<file path="src/pcu_pkg.sv">
// Contract
// - Arm control value 0 cancels, 1 starts one-shot, 2 starts continuous capture.
// - One-shot stops after the first latched position and ignores later edges.
// - Continuous mode stays armed and latches on every qualifying edge.
// - Edge select 0 triggers on falling edge, 1 on rising edge.
// - A 16-bit unsigned tally counts up once per capture event.
// - The tally clears to zero whenever the unit is armed; a capture in the arming cycle sets it to 1 instead.
// - Each capture stores actual position at the trigger as signed 32 bits.
// - After position setting or homing the stored position is rebased.
// - A completed capture sets bit 0 of the read-only done flags word.
package pcu_pkg;

  // Parameter addresses on the fieldbus side
  localparam logic [15:0] ADDR_DONE_FLAGS = 16'h0a02;
  localparam logic [15:0] ADDR_EDGE_SELECT = 16'h0a04;
  localparam logic [15:0] ADDR_ARM_CONTROL = 16'h0a08;
  localparam logic [15:0] ADDR_CAPT_POS = 16'h0a0c;
  localparam logic [15:0] ADDR_EVENT_TALLY = 16'h0a10;

  // Arm control encodings
  localparam logic [15:0] ARM_STOP = 16'h0000;
  localparam logic [15:0] ARM_ONCE = 16'h0001;
  localparam logic [15:0] ARM_CONT = 16'h0002;

  // Edge select encodings
  localparam logic [15:0] EDGE_FALL = 16'h0000;
  localparam logic [15:0] EDGE_RISE = 16'h0001;

  // Field positions, reset values and tally step
  localparam int DONE_BIT_UNIT1 = 0;
  localparam logic EDGE_SEL_RST = 1'b0;
  localparam logic [31:0] CAPT_POS_RST = 32'h0000_0000;
  localparam logic [15:0] TALLY_RST = 16'h0000;
  localparam logic [15:0] DONE_RST = 16'h0000;
  localparam logic [15:0] TALLY_STEP = 16'h0001;

  // Capture mode
  typedef enum logic [1:0] {
    PCU_IDLE,
    PCU_ONCE,
    PCU_CONT
  } pcu_mode_t;

  // One parameter access request
  typedef struct packed {
    logic [15:0] addr;
    logic wr;
    logic rd;
    logic [31:0] wdata;
  } pcu_req_t;

  // Read answer
  typedef struct packed {
    logic valid;
    logic [31:0] data;
  } pcu_rsp_t;

  // Position source from the drive's tracking
  typedef struct packed {
    logic signed [31:0] actual;
    logic rebase;
    logic signed [31:0] delta;
  } pcu_pos_t;

endpackage : pcu_pkg

</file>
<file path="src/pcu_edge_sync.sv">
`timescale 1ns/1ps
`default_nettype none
module pcu_edge_sync (
  input wire logic clk,
  input wire logic rst,
  input wire logic pin,
  output logic rise,
  output logic fall
);

  logic meta_ff;
  logic sync_ff;
  logic prev_ff;

  // Two-stage synchroniser; first stage feeds only the second
  always_ff @(posedge clk) begin
    if (rst) begin
      meta_ff <= 1'b0;
      sync_ff <= 1'b0;
      prev_ff <= 1'b0;
    end else begin
      meta_ff <= pin;
      sync_ff <= meta_ff;
      prev_ff <= sync_ff;
    end
  end

  // Compare current with previous sample, one pulse per transition
  assign rise = sync_ff & ~prev_ff;
  assign fall = ~sync_ff & prev_ff;

endmodule : pcu_edge_sync
`default_nettype wire

</file>
<file path="src/pcu_top.sv">
`timescale 1ns/1ps
`default_nettype none
module pcu_top (
  input wire logic CLOCK,
  input wire logic SYS_RST,
  input wire logic CAPTURE_INPUT_LINE,
  input wire pcu_pkg::pcu_pos_t POS,
  input wire pcu_pkg::pcu_req_t REQ,
  output pcu_pkg::pcu_rsp_t RSP,
  output logic CAPTURE_ARMED,
  output logic CAPTURE_STB
);

  logic edge_rise;
  logic edge_fall;
  logic edge_sel_ff;
  pcu_pkg::pcu_mode_t mode_ff;
  pcu_pkg::pcu_mode_t nxt_mode;
  logic signed [31:0] capt_pos_ff;
  logic [15:0] tally_ff;
  logic [15:0] done_ff;
  logic trig;
  logic hit;
  logic arm_wr;
  logic arm_start;
  logic edge_wr;
  pcu_pkg::pcu_rsp_t rsp_ff;
  logic armed_ff;
  logic stb_ff;

  // Pin synchroniser and edge detector
  pcu_edge_sync u_sync (
    .clk(CLOCK),
    .rst(SYS_RST),
    .pin(CAPTURE_INPUT_LINE),
    .rise(edge_rise),
    .fall(edge_fall)
  );

  // Write decode; illegal values are ignored so the old setting stays
  assign arm_wr = REQ.wr && (REQ.addr == pcu_pkg::ADDR_ARM_CONTROL);
  assign edge_wr = REQ.wr && (REQ.addr == pcu_pkg::ADDR_EDGE_SELECT);
  assign arm_start = arm_wr && ((REQ.wdata[15:0] == pcu_pkg::ARM_ONCE) ||
                                (REQ.wdata[15:0] == pcu_pkg::ARM_CONT));

  // Qualifying edge per the selected polarity
  assign trig = edge_sel_ff ? edge_rise : edge_fall;

  // Capture happens only while armed, judged on the mode before any write
  assign hit = trig && (mode_ff != pcu_pkg::PCU_IDLE);

  // Edge select register
  always_ff @(posedge CLOCK) begin
    if (SYS_RST) begin
      edge_sel_ff <= pcu_pkg::EDGE_SEL_RST;
    end else if (edge_wr && (REQ.wdata[15:0] == pcu_pkg::EDGE_FALL)) begin
      edge_sel_ff <= 1'b0;
    end else if (edge_wr && (REQ.wdata[15:0] == pcu_pkg::EDGE_RISE)) begin
      edge_sel_ff <= 1'b1;
    end
  end

  // Next mode: a host write beats the one-shot self-stop
  always_comb begin
    nxt_mode = mode_ff;
    if (hit && (mode_ff == pcu_pkg::PCU_ONCE)) begin
      nxt_mode = pcu_pkg::PCU_IDLE;
    end
    if (arm_wr) begin
      case (REQ.wdata[15:0])
        pcu_pkg::ARM_STOP: begin
          nxt_mode = pcu_pkg::PCU_IDLE;
        end
        pcu_pkg::ARM_ONCE: begin
          nxt_mode = pcu_pkg::PCU_ONCE;
        end
        pcu_pkg::ARM_CONT: begin
          nxt_mode = pcu_pkg::PCU_CONT;
        end
        default: begin
          nxt_mode = nxt_mode;
        end
      endcase
    end
  end

  // Mode register
  always_ff @(posedge CLOCK) begin
    if (SYS_RST) begin
      mode_ff <= pcu_pkg::PCU_IDLE;
    end else begin
      mode_ff <= nxt_mode;
    end
  end

  // Captured position; a fresh capture wins over a rebase in the same cycle
  always_ff @(posedge CLOCK) begin
    if (SYS_RST) begin
      capt_pos_ff <= pcu_pkg::CAPT_POS_RST;
    end else if (hit) begin
      capt_pos_ff <= POS.actual;
    end else if (POS.rebase) begin
      capt_pos_ff <= capt_pos_ff + POS.delta;
    end
  end

  // Event tally; a capture in the arming cycle counts as the first event
  always_ff @(posedge CLOCK) begin
    if (SYS_RST) begin
      tally_ff <= pcu_pkg::TALLY_RST;
    end else if (arm_start) begin
      tally_ff <= hit ? pcu_pkg::TALLY_STEP : pcu_pkg::TALLY_RST;
    end else if (hit) begin
      tally_ff <= tally_ff + pcu_pkg::TALLY_STEP;
    end
  end

  // Done flag: cleared on arming, but a capture in that cycle wins
  always_ff @(posedge CLOCK) begin
    if (SYS_RST) begin
      done_ff <= pcu_pkg::DONE_RST;
    end else if (hit) begin
      done_ff[pcu_pkg::DONE_BIT_UNIT1] <= 1'b1;
    end else if (arm_start) begin
      done_ff[pcu_pkg::DONE_BIT_UNIT1] <= 1'b0;
    end
  end

  // Read answer one cycle after the request; unmapped reads give zero
  always_ff @(posedge CLOCK) begin
    if (SYS_RST) begin
      rsp_ff <= '0;
    end else begin
      rsp_ff.valid <= REQ.rd;
      rsp_ff.data <= 32'h0000_0000;
      if (REQ.rd) begin
        case (REQ.addr)
          pcu_pkg::ADDR_DONE_FLAGS: begin
            rsp_ff.data <= {16'h0000, done_ff};
          end
          pcu_pkg::ADDR_EDGE_SELECT: begin
            rsp_ff.data <= {31'h0000_0000, edge_sel_ff};
          end
          pcu_pkg::ADDR_ARM_CONTROL: begin
            case (mode_ff)
              pcu_pkg::PCU_ONCE: begin
                rsp_ff.data <= {16'h0000, pcu_pkg::ARM_ONCE};
              end
              pcu_pkg::PCU_CONT: begin
                rsp_ff.data <= {16'h0000, pcu_pkg::ARM_CONT};
              end
              default: begin
                rsp_ff.data <= {16'h0000, pcu_pkg::ARM_STOP};
              end
            endcase
          end
          pcu_pkg::ADDR_CAPT_POS: begin
            rsp_ff.data <= capt_pos_ff;
          end
          pcu_pkg::ADDR_EVENT_TALLY: begin
            rsp_ff.data <= {16'h0000, tally_ff};
          end
          default: begin
            rsp_ff.data <= 32'h0000_0000;
          end
        endcase
      end
    end
  end

  // Status outputs straight from flops
  always_ff @(posedge CLOCK) begin
    if (SYS_RST) begin
      armed_ff <= 1'b0;
      stb_ff <= 1'b0;
    end else begin
      armed_ff <= (nxt_mode != pcu_pkg::PCU_IDLE);
      stb_ff <= hit;
    end
  end

  assign RSP = rsp_ff;
  assign CAPTURE_ARMED = armed_ff;
  assign CAPTURE_STB = stb_ff;

endmodule : pcu_top
`default_nettype wire

</file>
<file path="config.mk">
export PLATFORM = sky130hd
export DESIGN_NAME = pcu_top
export DESIGN_NICKNAME = d
export VERILOG_FILES = /design/src/pcu_pkg.sv /design/src/pcu_edge_sync.sv /design/src/pcu_top.sv
export SDC_FILE = /design/constraint.sdc
export NUM_CORES = 1
export LEC_CHECK = 0
export BUFFER_PORTS_ARGS = -buffer_cell sky130_fd_sc_hd__buf_2
export CAP_MARGIN = 20
export CELL_PAD_IN_SITES_DETAIL_PLACEMENT = 1
export CELL_PAD_IN_SITES_GLOBAL_PLACEMENT = 2
export CORE_MARGIN = 2
export CORE_UTILIZATION = 32
export CTS_CLUSTER_SIZE = 16
export DETAILED_ROUTE_END_ITERATION = 16
export GPL_ROUTABILITY_DRIVEN = 0
export PLACE_DENSITY_LB_ADDON = 0.1
export RECOVER_POWER = 25
export SYNTH_ARGS = -nofsm -noshare
export SYNTH_HDL_FRONTEND = slang
export SYNTH_SLANG_ARGS = --single-unit
</file>
<file path="constraint.sdc">
create_clock -name CLOCK -period 5.5 [get_ports CLOCK]
set_input_delay 0.275 -clock CLOCK [delete_from_list [all_inputs] [get_ports CLOCK]]
set_output_delay 0.275 -clock CLOCK [all_outputs]
set_load 0.005 [all_outputs]
</file>
# Word-level counts from Yosys, hierarchy flattened
# Cells that the tools add are included.
[totals]
out_inout_bits = 35
input_bits = 118
elab_cells = 56
reg_bits = 90
[classes]
n_addsub = 2
eq_ne = 9
n_reduce_logical = 15
muxes = 13
bitwise = 5
[op_table]
columns = ["cell", "count"]
rows = [
  ["32-bit one-hot mux with 5 select lines", 1],
  ["16-bit by 12-bit == test with 1-bit output (second input constant)", 5],
  ["32-bit 2-to-1 mux", 2],
  ["32-bit adder", 1],
  ["16-bit 2-to-1 mux", 2],
  ["16-bit by 1-bit adder with 16-bit output (second input constant)", 1],
  ["16-bit by 1-bit == test with 1-bit output (second input constant)", 1],
  ["16-bit by 2-bit == test with 1-bit output (second input constant)", 1],
  ["16-bit zero test", 1],
  ["2-bit nonzero test", 4],
  ["1-bit logical AND", 7],
  ["2-bit one-hot mux with 3 select lines", 1],
  ["1-bit 2-to-1 mux", 4],
  ["2-bit 2-to-1 mux", 2],
  ["2-bit one-hot mux with 2 select lines", 1],
  ["2-bit OR reduction", 2],
  ["1-bit inverter", 3],
  ["1-bit AND", 2],
  ["2-bit by 1-bit == test with 1-bit output (second input constant)", 1],
  ["2-bit == test (second input constant)", 1],
  ["1-bit logical OR", 1],
]

# Logic depth before layout (Yosys ltp)
[logic_depth]
word_depth = 9
depth_mapped = 10

# Cells and area by module
# A second synthesis with hierarchy kept.
[hier_totals]
hier_cells = 644
hier_area_um2 = 5341.4
[modules_own_cells]
columns = ["mod", "n_inst", "cells_per_inst", "seq_area_each_um2", "area_each_um2"]
rows = [
  ["pcu_top", 1, 636, 1741.7, 5250.0],
  ["pcu_edge_sync", 1, 8, 60.1, 91.3],
]

# Least setup slack after synthesis
# No wires, ideal clock.
[synth_path]
path_kind = "register to register"
start = "reg capt_pos_ff[0]"
end = "reg capt_pos_ff[28]"
period_less_slack_ps = 2717
path_stages_with_launch = 11
slack_ps = 2783
t_arrival_ps = 2599
cell_sequence = "dfxtp_1 -> ha_1 -> fa_1 -> a21oi_1 -> o22ai_1 -> o21a_1 -> a211o_1 -> a311o_1 -> nor4b_1 -> a21oi_1 -> a32o_1"
[synth_between]
elab_chain_cells = 3
[synth_lines]
columns = ["element", "line_no", "source"]
rows = [
  ["start, declared", "pcu_top.sv:19", "logic signed [31:0] capt_pos_ff;"],
  ["start signal, assigned", "pcu_top.sv:99", "capt_pos_ff <= pcu_pkg::CAPT_POS_RST;"],
  ["start signal, assigned", "pcu_top.sv:101", "capt_pos_ff <= POS.actual;"],
  ["start signal, assigned", "pcu_top.sv:103", "capt_pos_ff <= capt_pos_ff + POS.delta;"],
  ["32-bit adder", "pcu_top.sv:103", ""],
  ["32-bit 2-to-1 mux", "pcu_top.sv:102", "end else if (POS.rebase) begin"],
  ["32-bit 2-to-1 mux", "pcu_top.sv:100", "end else if (hit) begin"],
]
# No other way between the ends. The select of a mux whose other input is x is not followed.
# A chain may end at the register's enable or synchronous reset.

# Final worst setup path
[layout_path]
start = "in SYS_RST"
end = "reg rsp_ff, in the netlist RSP[21]"
[layout_between]
elab_chain_cells = 1
[layout_lines]
columns = ["element", "line_no", "source"]
rows = [
  ["start, declared", "pcu_top.sv:5", "input wire logic SYS_RST,"],
  ["2-bit OR reduction (no line)", "n/a", ""],
  ["end, declared", "pcu_top.sv:27", "pcu_pkg::pcu_rsp_t rsp_ff;"],
]
# No other way between the ends.

==> metrics <==
Synth Warn # 0; asr flop ratio synth 0; Max Root-Sink Buffers 2; Post-synth top flop dfxtp_1; share of cells above drive strength 1 0.2102; CTS tree built; Worst Hold Class primary input to flop; gr ovfl total 0; Post-CTS Hold Buffers 0; Largest delay share family, worst path simple AND/OR/NAND/NOR gates; Sequential Power Share 0.376; Sw Share 0.3117; clock network fraction of total power 0.347; CTS Sinks 90; CP Capture Type flop; Min Clock Period, post-route 3129 ps; Syn Nets 784; EDFF count, synth 0; Iter 0 DRT Violations 169; first-pass GRT wire length 27030 um; Buf/Inv on CP 1; Port Buffers around 140; Worst Setup Start Kind primary input; violated checks max-capacitance violations, max-slew violations; PostCTS Resize Cnt 0; Worst path max stage delay ~1500 ps; Crit Path Class primary input to flop; CTS clk-pin slew, worst paths approximately 60 ps; CP max-delay cell clkbuf_1; syn_area_per_cell 8.327 um^2; Fillers 2028; Worst Max-Slew Pin Slew 2135 ps; diode count 0; count of final setup violators 0; largest net degree at the start of global routing 44; Comb power frac 0.277; Pins Over Slew Limit 40; total CTS buffers 9; Peak VDD IR 0.0001498 V; Critical Path RT ~5700 ps; NumNets Final 908; CP max FO 39; Starting Density 0.3294; clk_lat worst skew 350 ps; setup_tns 0 ps; DIE AREA roughly 18000 um^2; die span in x 132.3 um; Pre-antenna DRT Iters 4; final hold vios 0; die height 132.3 um; Max Cap Viol 1; DP HPWL about 13000 um; post-route antenna net violation count 0; Area Growth Syn to Fin 21.46%; Residual DRC 0; clk_skew 7.462 ps; initial antenna violation count 0; DR WL/cell 16.72 um; Max Freq ~0.32 GHz; core area 16000 um^2; Critical Path AT between 3000 and 4000 ps; Yosys cell types between 60 and 70; power per cell area slightly above 300 nW/um^2; GR Util All Layers 0.1908; num ports 153; RSZ-0062 raised after global routing no; Seq/Total Area, Yosys 0.3418; synthesis-stage register bit count 90; fin crit share 0.5690; vias in the first global route around 5300; Leak 2.764 nW; Syn Inst Count 633; via/cell ratio around 5.2; CP cell instances clkbuf_1 > nor2b_1 > nand2_1 > nor2_1 > and2_1; Pint 1.341 mW; Vias 5083; H-Tree Depth 3; row cnt 46; Post-CTS Setup Repair Bufs 0; routed wire length 16340 um; outcome complete, but fails checks; root buf cell clkbuf_16; Psw ~610 uW; relative slew slack -0.4236; Post-Syn Area 5271 um^2; Power Total 1.948 mW
through the flow:
step | area (um^2) | hold slack [ps] | instances | setup WS [ps] | util
5_1_grt | 6402 | 167.1 | 977 | 2008 | 0.4001
4_1_cts | 6412 | 138.0 | 977 | 2420 | 0.4008
3_5_place_dp | 6093 | 451.3 | 962 | 2361 | 0.3808
6_report | 6402 | 151.2 | 977 | 2371 | 0.4001
2_1_floorplan | 5271 | 358.3 | 633 | 2783 | -
3_3_place_gp | 6093 | 425.5 | 962 | 2395 | 0.3808
power groups by stage:
stage | Combinational (mW) | Clock, mW | Sequential [mW]
floorplan | 0.405 | 0 | 0.728
global placement | 0.527 | 0 | 0.745
detailed placement | 0.538 | 0 | 0.747
CTS | 0.542 | 0.701 | 0.732
global route | 0.604 | 0.731 | 0.738
finish | 0.539 | 0.676 | 0.733
placed cells by master (no fill, tap or decap), types with 3 or more instances in the layout:
cell / count
nor2b_1: 9
a211oi_1: 25
o221ai_1: 3
dfxtp_1: 90
nand2_1: 49
a21o_1: 13
buf_2: 128
or3_1: 8
o211ai_1: 5
ha_1: 32
inv_1: 18
buf_4: 4
and2_1: 16
a21oi_1: 50
xor2_1: 14
clkbuf_1: 9
a22oi_1: 15
nor4_1: 5
nand3_1: 13
o21ai_0: 25
a31oi_1: 5
o21a_1: 4
nor2_1: 86
and3_1: 4
mux2i_1: 20
nand4_1: 10
o22ai_1: 3
xnor2_1: 23
nor3_1: 15
or2_2: 3
clkbuf_16: 9
layer usage:
| layer | share of wire | routed length, um | GRT usage | vias to the layer above |
|---|---|---|---|---|
| li1 | - | - | - | 2531 |
| met1 | 0.46 | 7552 | 0.2432 | 2440 |
| met2 | 0.49 | 7927 | 0.3293 | 99 |
| met3 | 0.040 | 650 | 0.03114 | 13 |
| met4 | 0.013 | 209 | 0.05974 | 0 |
| met5 | 0 | 0 | 0 | - |
cell type report:
class                      count  area, um^2  area share
clock inverter                 4       76.32     0.01192
tap                          216       270.3     0.04221
inverter                      19       71.32     0.01114
clock buffer                  11       242.7     0.03791
multi-input combinational    497        3239      0.5060
timing repair buffer         140       700.7      0.1094
sequential                    90        1802      0.2814
Yosys cell counts, types with 8 or more instances:
cell type / n / area [um^2]
a211oi_1: 25 / 187.7
xnor2_1: 23 / 201.4
nand3_1: 13 / 65.06
nand2_1: 49 / 183.9
a22oi_1: 15 / 112.6
nand4_1: 10 / 62.56
dfxtp_1: 90 / 1802
and2_1: 16 / 100.1
nor2_1: 86 / 322.8
nor2b_1: 9 / 56.30
o21ai_0: 25 / 125.1
mux2i_1: 20 / 200.2
inv_1: 18 / 67.56
nor3_1: 15 / 75.07
a21oi_1: 50 / 250.2
or3_1: 8 / 50.05
a21o_1: 13 / 97.59
xor2_1: 14 / 122.6
ha_1: 32 / 400.4
clkbuf_1: 19 / 71.32
registers in the layout (all words and copies together), names as in the netlist:
signal / cells
mode_ff: 2
u_sync.prev_ff: 1
CAPTURE_ARMED: 1
u_sync.sync_ff: 1
capt_pos_ff: 32
edge_sel_ff: 1
RSP: 33
u_sync.meta_ff: 1
done_ff: 1
tally_ff: 16
CAPTURE_STB: 1
cell families after synthesis:
family | count (synthesis) | synth area share
flip-flops | 90 | 0.3418
buffers and inverters | 46 | 0.04367
adder cells (fa/ha/maj) | 33 | 0.07975
multiplexers | 20 | 0.03798
XOR/XNOR | 37 | 0.06148
AO/OA/AOI/OAI | 176 | 0.2272
AND/OR/NAND/NOR | 231 | 0.2082
final timing paths:
kind	slack (ps)	to	cells after the start	start
hold reg to reg	460	u_sync.sync_ff	1	u_sync.meta_ff
setup reg to reg	2440	capt_pos_ff[28]	10	capt_pos_ff[0]
setup / recovery	2370	RSP[21]	5	SYS_RST
hold / removal	150	u_sync.meta_ff	2	CAPTURE_INPUT_LINE
Power figures use the tool's default switching activity.
